File: config.mk
export PLATFORM = sky130hd
export DESIGN_NAME = can_tx_history_and_timestamp
export DESIGN_NICKNAME = d
export VERILOG_FILES = /design/src/logic/can_tx_history_and_timestamp.v
export VERILOG_INCLUDE_DIRS = /design/src /design/src/logic
export SDC_FILE = /design/constraint.sdc
export NUM_CORES = 1
export LEC_CHECK = 0
export ABC_AREA = 1
export BUFFER_PORTS_ARGS = -buffer_cell sky130_fd_sc_hd__buf_2
export CAP_MARGIN = 20
export CELL_PAD_IN_SITES_DETAIL_PLACEMENT = 1
export CELL_PAD_IN_SITES_GLOBAL_PLACEMENT = 2
export CORE_MARGIN = 4
export CORE_UTILIZATION = 26
export DETAILED_ROUTE_END_ITERATION = 8
export GPL_ROUTABILITY_DRIVEN = 0
export PLACE_DENSITY_LB_ADDON = 0.1
export SLEW_MARGIN = 20
export SYNTH_ARGS = -nofsm -noshare
export SYNTH_HDL_FRONTEND = slang
export SYNTH_SLANG_ARGS = --single-unit
export TNS_END_PERCENT = 10
File: constraint.sdc
create_clock -name aclk -period 2.2 [get_ports aclk]
set_clock_uncertainty 0.05 [all_clocks]
set_input_delay 0.22 -clock aclk [delete_from_list [all_inputs] [get_ports aclk]]
set_output_delay 0.22 -clock aclk [all_outputs]
set_load 0.01 [all_outputs]
File: src/logic/can_tx_history_consts.vh
// What this block does
// - Last-out register returns buffer number 0 to 31 last appended to the list; overwrites do not move it.
// - Last-out value is undefined until some buffer has transmitted a frame.
// - Last-out value is undefined if the match flag reads 1 after leaving init.
// - History read: entry in bits 15:8, match bit 1, overflow bit 0, rest zero.
// - History read returns the list entry picked by the read pointer.
// - Match flag is 0 while unread entries remain, 1 when none remain.
// - The entry field is not valid while the match flag is 1.
// - With overflow 0 and fewer than 7 unread entries, every transmit is recorded and unread entries are kept.
// - Overflow sets once 7 unread entries pile up; first 5 and the 7th are kept.
// - While overflow is set, new numbers overwrite the slot below last-out.
// - With auto block transmit, buffers 0 to 7 are not recorded.
// - Writing 1 to bit 0 of history register clears overflow; 0 does nothing.
// - Stamp control reads lock in bit 2, select bit 1, enable bit 0.
// - Set bits 10:8 and clear bits 2:0; set-only sets, clear-only clears.
// - With enable 1 the stamp output toggles on each selected event.
// - Event is start of frame when select is 0, last end-of-frame bit when 1.
// - With lock 0 the output toggles on every selected event.
// - With lock 1 the output freezes once buffer 0 receives a data frame.
// - The lock event clears the enable bit in hardware.
`ifndef CAN_TX_HISTORY_CONSTS_VH
`define CAN_TX_HISTORY_CONSTS_VH

// Printed register indices; byte address is four times the index
`define HIST_READ_INDEX      32'h03fec064
`define STAMP_CTRL_INDEX     32'h03fec066
`define LAST_OUT_INDEX       32'h03fec068
`define HIST_READ_ADDR       32'h0ffb0190
`define STAMP_CTRL_ADDR      32'h0ffb0198
`define LAST_OUT_ADDR        32'h0ffb01a0

`define HIST_DEPTH           8
`define HIST_OVF_COUNT       3'h7
`define ABT_LAST_BUFFER      5'h07

`define HIST_ENTRY_MSB       15
`define HIST_ENTRY_LSB       8
`define HIST_MATCH_BIT       1
`define HIST_OVF_BIT         0
`define STAMP_LOCK_BIT       2
`define STAMP_SEL_BIT        1
`define STAMP_EN_BIT         0
`define STAMP_SET_LSB        8

`define STAMP_CTRL_RESET     3'h0
`define RESP_OKAY            2'h0
`define RESP_SLVERR          2'h2

`endif

File: src/logic/can_tx_history_and_timestamp.v
`timescale 1ns/10ps
`default_nettype none
`include "can_tx_history_consts.vh"

module can_tx_history_and_timestamp (
  // Clock and reset
  input  wire        aclk,
  input  wire        aresetn,
  // Register bus, write side
  input  wire [31:0] s_axi_awaddr,
  input  wire [2:0]  s_axi_awprot,
  input  wire        s_axi_awvalid,
  output reg         s_axi_awready,
  input  wire [31:0] s_axi_wdata,
  input  wire [3:0]  s_axi_wstrb,
  input  wire        s_axi_wvalid,
  output reg         s_axi_wready,
  output reg  [1:0]  s_axi_bresp,
  output reg         s_axi_bvalid,
  input  wire        s_axi_bready,
  // Register bus, read side
  input  wire [31:0] s_axi_araddr,
  input  wire [2:0]  s_axi_arprot,
  input  wire        s_axi_arvalid,
  output reg         s_axi_arready,
  output reg  [31:0] s_axi_rdata,
  output reg  [1:0]  s_axi_rresp,
  output reg         s_axi_rvalid,
  input  wire        s_axi_rready,
  // Operating mode and frame events
  input  wire        init_mode,
  input  wire        auto_block_transmit,
  input  wire        tx_done,
  input  wire [4:0]  tx_buffer,
  input  wire        sof_event,
  input  wire        eof_last_event,
  input  wire        rx_ok_buffer0,
  // Time stamp pin
  output reg         stamp_toggle_out
);

  // ==========================================================================
  // State
  // ==========================================================================
  reg  [4:0]  transmit_history_list [0:`HIST_DEPTH-1];
  reg  [2:0]  last_out_index;
  reg  [2:0]  history_read_index;
  reg  [2:0]  unread_count;
  reg         history_overflow_flag;
  reg  [2:0]  stamp_ctrl;
  wire        lock_enable;
  wire        event_select;
  wire        output_enable;

  reg  [31:0] aw_addr;
  reg         aw_held;
  reg  [31:0] w_data;
  reg  [3:0]  w_strb;
  reg         w_held;

  // ==========================================================================
  // Decode
  // ==========================================================================
  wire        history_match_flag;
  wire        do_write;
  wire        ar_take;
  reg         wr_hist;
  reg         wr_stamp;
  reg         wr_known;
  reg         rd_hist;
  reg         rd_stamp;
  reg         rd_last;
  reg         rd_known;
  reg  [31:0] next_rdata;
  wire        append;
  wire [2:0]  hw_clear;
  wire [2:0]  next_stamp_ctrl;
  wire        toggle_now;
  wire [1:0]  wr_resp;
  wire [1:0]  rd_resp;
  wire        hist_read_pop;
  wire        ovf_clear;
  wire        record;
  wire        overwrite_mode;
  wire        sel_event;
  wire        lock_event;
  wire [2:0]  slot_next;
  wire [2:0]  slot_below;
  wire [2:0]  set_bits;
  wire [2:0]  clr_bits;

  assign history_match_flag = (unread_count == 3'h0);
  assign do_write = aw_held && w_held && !s_axi_bvalid;
  assign ar_take  = s_axi_arvalid && s_axi_arready;
  assign wr_resp  = wr_known ? `RESP_OKAY : `RESP_SLVERR;
  assign rd_resp  = rd_known ? `RESP_OKAY : `RESP_SLVERR;

  // ==========================================================================
  // Write address decode
  // ==========================================================================
  always @* begin
    wr_hist  = 1'b0;
    wr_stamp = 1'b0;
    wr_known = 1'b0;
    if (aw_addr == `HIST_READ_ADDR) begin
      wr_hist  = 1'b1;
      wr_known = 1'b1;
    end else if (aw_addr == `STAMP_CTRL_ADDR) begin
      wr_stamp = 1'b1;
      wr_known = 1'b1;
    end else if (aw_addr == `LAST_OUT_ADDR) begin
      wr_known = 1'b1;
    end
  end

  // ==========================================================================
  // Read address decode
  // ==========================================================================
  always @* begin
    rd_hist  = 1'b0;
    rd_stamp = 1'b0;
    rd_last  = 1'b0;
    rd_known = 1'b0;
    if (s_axi_araddr == `HIST_READ_ADDR) begin
      rd_hist  = 1'b1;
      rd_known = 1'b1;
    end else if (s_axi_araddr == `STAMP_CTRL_ADDR) begin
      rd_stamp = 1'b1;
      rd_known = 1'b1;
    end else if (s_axi_araddr == `LAST_OUT_ADDR) begin
      rd_last  = 1'b1;
      rd_known = 1'b1;
    end
  end

  // ==========================================================================
  // History events
  // ==========================================================================
  // A history read consumes one unread entry
  assign hist_read_pop = ar_take && rd_hist && !history_match_flag;

  // Only lane 0 carries the clear bit
  assign ovf_clear = do_write && wr_hist && w_strb[0] &&
                     w_data[`HIST_OVF_BIT];

  // Low buffers are hidden while block transmit runs
  assign record = tx_done && !init_mode &&
                  !(auto_block_transmit &&
                    (tx_buffer <= `ABT_LAST_BUFFER));

  // Full list behaves as overflowed so the unread count stops at 7
  assign overwrite_mode = history_overflow_flag ||
                          (unread_count == `HIST_OVF_COUNT);
  assign slot_next  = last_out_index + 3'h1;
  assign slot_below = last_out_index - 3'h1;
  assign append     = record && !overwrite_mode;

  // ==========================================================================
  // Stamp events
  // ==========================================================================
  assign set_bits = (do_write && wr_stamp && w_strb[1]) ?
                    w_data[`STAMP_SET_LSB+2:`STAMP_SET_LSB] : 3'h0;
  assign clr_bits = (do_write && wr_stamp && w_strb[0]) ?
                    w_data[2:0] : 3'h0;

  assign sel_event  = event_select ? eof_last_event : sof_event;
  assign lock_event = lock_enable && rx_ok_buffer0;

  // ==========================================================================
  // Write channel
  // ==========================================================================
  always @(posedge aclk) begin
    if (!aresetn) begin
      s_axi_awready <= 1'b0;
      aw_held       <= 1'b0;
      aw_addr       <= 32'h0;
    end else if (s_axi_awvalid && s_axi_awready) begin
      aw_addr       <= s_axi_awaddr;
      aw_held       <= 1'b1;
      s_axi_awready <= 1'b0;
    end else if (do_write) begin
      aw_held       <= 1'b0;
    end else if (!aw_held && !s_axi_bvalid) begin
      s_axi_awready <= 1'b1;
    end
  end

  // ==========================================================================
  // Write data channel
  // ==========================================================================
  always @(posedge aclk) begin
    if (!aresetn) begin
      s_axi_wready <= 1'b0;
      w_held       <= 1'b0;
      w_data       <= 32'h0;
      w_strb       <= 4'h0;
    end else if (s_axi_wvalid && s_axi_wready) begin
      w_data       <= s_axi_wdata;
      w_strb       <= s_axi_wstrb;
      w_held       <= 1'b1;
      s_axi_wready <= 1'b0;
    end else if (do_write) begin
      w_held       <= 1'b0;
    end else if (!w_held && !s_axi_bvalid) begin
      s_axi_wready <= 1'b1;
    end
  end

  // ==========================================================================
  // Write response
  // ==========================================================================
  always @(posedge aclk) begin
    if (!aresetn) begin
      s_axi_bvalid <= 1'b0;
      s_axi_bresp  <= `RESP_OKAY;
    end else if (do_write) begin
      s_axi_bvalid <= 1'b1;
      s_axi_bresp  <= wr_resp;
    end else if (s_axi_bvalid && s_axi_bready) begin
      s_axi_bvalid <= 1'b0;
    end
  end

  // ==========================================================================
  // Read channel
  // ==========================================================================
  // Read data; unmapped addresses read as zero
  always @* begin
    next_rdata = 32'h0;
    if (rd_hist) begin
      next_rdata[`HIST_ENTRY_MSB:`HIST_ENTRY_LSB] =
        {3'h0, transmit_history_list[history_read_index]};
      next_rdata[`HIST_MATCH_BIT] = history_match_flag;
      next_rdata[`HIST_OVF_BIT]   = history_overflow_flag;
    end else if (rd_stamp) begin
      next_rdata[2:0] = {lock_enable, event_select,
                         output_enable};
    end else if (rd_last) begin
      next_rdata[7:0] =
        {3'h0, transmit_history_list[last_out_index]};
    end
  end

  always @(posedge aclk) begin
    if (!aresetn) begin
      s_axi_arready <= 1'b0;
      s_axi_rvalid  <= 1'b0;
      s_axi_rdata   <= 32'h0;
      s_axi_rresp   <= `RESP_OKAY;
    end else if (ar_take) begin
      s_axi_arready <= 1'b0;
      s_axi_rvalid  <= 1'b1;
      s_axi_rresp   <= rd_resp;
      s_axi_rdata   <= next_rdata;
    end else if (s_axi_rvalid && s_axi_rready) begin
      s_axi_rvalid  <= 1'b0;
      s_axi_arready <= 1'b1;
    end else if (!s_axi_rvalid) begin
      s_axi_arready <= 1'b1;
    end
  end

  // ==========================================================================
  // Transmit history list
  // ==========================================================================
  genvar gi;
  generate
    // Overflow reuses the slot below last-out, else the next slot
    for (gi = 0; gi < `HIST_DEPTH; gi = gi + 1) begin : g_slot
      always @(posedge aclk) begin
        if (!aresetn || init_mode) begin
          transmit_history_list[gi] <= 5'h0;
        end else if (record) begin
          if (overwrite_mode && slot_below == gi) begin
            transmit_history_list[gi] <= tx_buffer;
          end else if (!overwrite_mode && slot_next == gi) begin
            transmit_history_list[gi] <= tx_buffer;
          end
        end
      end
    end
  endgenerate

  // ==========================================================================
  // History pointers
  // ==========================================================================
  // Last-out reads a cleared slot until a transmit
  always @(posedge aclk) begin
    if (!aresetn || init_mode) begin
      last_out_index <= 3'h7;
    end else if (append) begin
      last_out_index <= slot_next;
    end
  end

  always @(posedge aclk) begin
    if (!aresetn || init_mode) begin
      history_read_index <= 3'h0;
    end else if (hist_read_pop) begin
      history_read_index <= history_read_index + 3'h1;
    end
  end

  // An append and a pop in one cycle leave the count as it is
  always @(posedge aclk) begin
    if (!aresetn || init_mode) begin
      unread_count <= 3'h0;
    end else if (append && !hist_read_pop) begin
      unread_count <= unread_count + 3'h1;
    end else if (hist_read_pop && !append) begin
      unread_count <= unread_count - 3'h1;
    end
  end

  // Setting wins over a simultaneous clear
  always @(posedge aclk) begin
    if (!aresetn || init_mode) begin
      history_overflow_flag <= 1'b0;
    end else if (record && (unread_count == `HIST_OVF_COUNT - 3'h1) &&
                 !hist_read_pop) begin
      history_overflow_flag <= 1'b1;
    end else if (record && overwrite_mode) begin
      history_overflow_flag <= 1'b1;
    end else if (ovf_clear) begin
      history_overflow_flag <= 1'b0;
    end
  end

  // ==========================================================================
  // Time stamp
  // ==========================================================================
  assign lock_enable   = stamp_ctrl[`STAMP_LOCK_BIT];
  assign event_select  = stamp_ctrl[`STAMP_SEL_BIT];
  assign output_enable = stamp_ctrl[`STAMP_EN_BIT];

  // Hardware lock beats a software set in the same cycle
  assign hw_clear = {2'b00, lock_event};

  // Set-only sets, clear-only clears, anything else holds
  genvar gb;
  generate
    for (gb = 0; gb < 3; gb = gb + 1) begin : g_ctrl
      assign next_stamp_ctrl[gb] =
        hw_clear[gb]                    ? 1'b0 :
        (set_bits[gb] && !clr_bits[gb]) ? 1'b1 :
        (!set_bits[gb] && clr_bits[gb]) ? 1'b0 :
                                          stamp_ctrl[gb];
    end
  endgenerate

  always @(posedge aclk) begin
    if (!aresetn) begin
      stamp_ctrl <= `STAMP_CTRL_RESET;
    end else begin
      stamp_ctrl <= next_stamp_ctrl;
    end
  end

  // ==========================================================================
  // Time stamp output
  // ==========================================================================
  assign toggle_now = output_enable && sel_event && !lock_event;

  always @(posedge aclk) begin
    if (!aresetn) begin
      stamp_toggle_out <= 1'b0;
    end else if (toggle_now) begin
      stamp_toggle_out <= ~stamp_toggle_out;
    end
  end

endmodule // can_tx_history_and_timestamp

`default_nettype wire

==> results.yml <==
clock_tree:
  cts_setup_buffers: 0
  h-tree-depth: 4
  cts_max_path_buffers: 2
  cts.sinks: 119
  cts_tree: "done"
  clk_pin_slew_ns: 0.06
  cts_buffers: 17
  cts_root_buffer: "clkbuf_16"
  worstSkewPairLatency_ns: 0.42
synthesis:
  yosysTopAreaCellShare_pct: 24.2
  async_flop_share_pct: 0
  postSynthAreaPerCell_um2: 7.10
  syn_area_mm2: 0.00653
  ys.warnings.count: 0
  synth-seq-cells: 119
  synthTopCellsByArea: "dfxtp_1 24%, edfxtp_1 18%, nand2_1 10%, nor2_1 8.7%, nand3_1 7.9%"
  synth_seq_area_share_pct: 42.6
  synth_largest_area_cell: "dfxtp_1"
  yosysUniqueCellTypes: 34
  synthTopCellsByCount: "182 x nand2_1, 151 x nor2_1, 103 x nand3_1"
  synth_most_common_cell: "nand2_1"
  synth-main-ff-cell: "dfxtp_1"
  synth_edf_count: 40
  synthCells: 919
critical_path:
  end_kind: "register"
  crit_family: "simple AND/OR/NAND/NOR gates"
  cp-start-kind: "register"
  critPathKind: "reg2reg"
  critical_path_arrival_ns: 2.10
  critical-path-max-stage-delay_ns: 0.39
  worst-path-buf-inv: 2
  path_cells: "inv_1, ha_1, or2_2, nand2_2, inv_1, nor3_4, nor2_1, nand2_2"
  cp.required_ns: 2.26
  crit_fanout: 5
  crit_slowest_cell: "dfxtp_1"
drt:
  drt_iter0_drc: 220
  drcViolationCount: 0
  wirelength_um: 20900
  via_count: 6307
  antenna_violating_nets_post_route: 0
  avgRoutedWirePerCell_um: 14.9
  dr.pass1.iters: 4
  viasPerCell: 4.51
pwr:
  peakVddDrop_mv: 0.360
  leakagePower_nw: 3.79
  powerDensity_mw_per_mm2: 720
timing:
  fmax_mhz: 490
  report.final.setup_viol: 0
  rsz0062_at_grt: "false"
  relSlewSlack_pct: 54.5
  min_period_over_period_pct: 92.7
  hold_violations: 0
  worst_slew_pin_slew_ns: 0.679
  setup_ws_ns: 0.161
  finalCriticalPeriod_ns: 2.04
  report.final.slew_viol_count: 0
  tns_ns: 0
global_route:
  grt_pass1_vias: 6465
  grt_usage_pct: 15.1
  grt.busiest_layer: "met2"
  use_met1_pct: 21.6
  use_met2_pct: 23.9
  grt_pass1_wl_um: 34200
  grt_overflow: 0
  antenna_found_initial: 0
  gr-usage-met3_pct: 3.08
  grt_max_degree: 49
layout:
  fin_nets: 1199
  fill_cells: 3109
  multi_input_area_mm2: 0.00321
  syn2layout_area_growth_pct: 27.8
  drive_above_1_share_pct: 19.1
  regArea_mm2: 0.00278
  fin_area_mm2: 0.00835
  n_antenna_cell: 0
floorplan:
  ios: 166
  core.rowCount: 57
  design.core.area_mm2: 0.0245
  initial_utilization_pct: 26.6
  dieArea_mm2: 0.0277
  die_h_um: 166
  dieWidth_um: 166
place:
  placed_area_mm2: 0.00754
  port_buffers: 107
  pre_cts_slack_ns: -0.0551
  hpwl_um: 16000
outcome:
  status: "completed"
job:
  maxCapViolations: 0
min_path:
  hold_class: "in2reg"
registers in the layout, summed over array words and instances, names as in the netlist, 2 cells and up, named ones only:
signal,count
history_read_index,3
transmit_history_list,40
unread_count,3
w_data,6
last_out_index,3
s_axi_rdata,10
aw_addr,32
stamp_ctrl,3
w_strb,2
per-stage QoR:
step	utilization, %	instances	hold slack, ns	total power [W]
after floorplan	-	942	0.333	0.00283
after global placement	30.8	1353	0.384	0.00305
after detailed placement	30.8	1353	0.387	0.00306
after CTS	33.9	1400	0.00113	0.00610
after global routing	34.0	1400	0.0182	0.00628
final	34.0	1400	0.0104	0.00601
path summary, 6_finish.rpt:
| check | slack, ns | depth (start not counted) | from | end |
|---|---|---|---|---|
| min reg2reg | 0.40 | 2 | s_axi_rresp[1] | s_axi_rresp[1] |
| min | 0.01 | 3 | s_axi_wdata[2] | w_data[2] |
| max | 0.16 | 8 | last_out_index[1] | transmit_history_list[0][2] |
| max reg2reg | 0.16 | 8 | last_out_index[1] | transmit_history_list[0][2] |
kinds of logic (layout without fill, tap and decap cells):
kind of cell             Yosys count  after routing  synth area share, %
buffers and inverters            149            283                 9.97
flip-flops                       119            119                 42.6
adder cells (fa/ha/maj)           12             12                 2.41
XOR/XNOR                           1              1                0.134
other                              1             24               0.0574
AND/OR/NAND/NOR                  474            474                 31.8
AO/OA/AOI/OAI                    163            163                 13.0
power by group:
group	internal (W)	switching [W]
clock network	0.00179	0.00120
registers	0.00237	0.0000618
logic	0.000211	0.000375
area by class of cell:
class | instances | share of cell area [%]
clock buffers | 18 | 5.40
flip-flops and latches | 119 | 33.4
multi-input cells | 674 | 38.5
inverters | 89 | 4.00
clock inverters | 14 | 2.08
repair buffers | 162 | 11.8
well taps | 324 | 4.86
layer usage:
layer | share of wire (%) | vias to the layer above
li1 | - | 3265
met1 | 50 | 2911
met2 | 45 | 121
met3 | 4.1 | 10
met4 | 0.76 | 0
met5 | 0 | -
worst min-delay path, stage by stage:
cell and delay, ns:
buf_2 0.07, o21ai_0 0.07, nor2_1 0.08
what timing repair did:
item	in CTS	in global routing
setup endpoints to repair	0	17
resized for setup	0	9
hold buffers	15	0
endpoints found under the hold margin	15	0
placed cells by master, fill, tap and decap left out, drive strengths merged:
cell	instances
nand2	184
nor2	152
buf	147
nand3	103
inv	96
o21ai	90
dfxtp	79
a21oi	64
edfxtp	40
conb	24
clkbuf	18
nor3	16
dlygate4sd3	15
nand4	13
ha	11
clkinv	4
or2	3
a21boi	3
nand3b	2
o211ai	2
bufinv	2
o31ai	1
and2	1
o21a	1
xor2	1
a211oi	1
a31oi	1
fa	1
clkinvlp	1
Power figures use the tool's default switching activity.
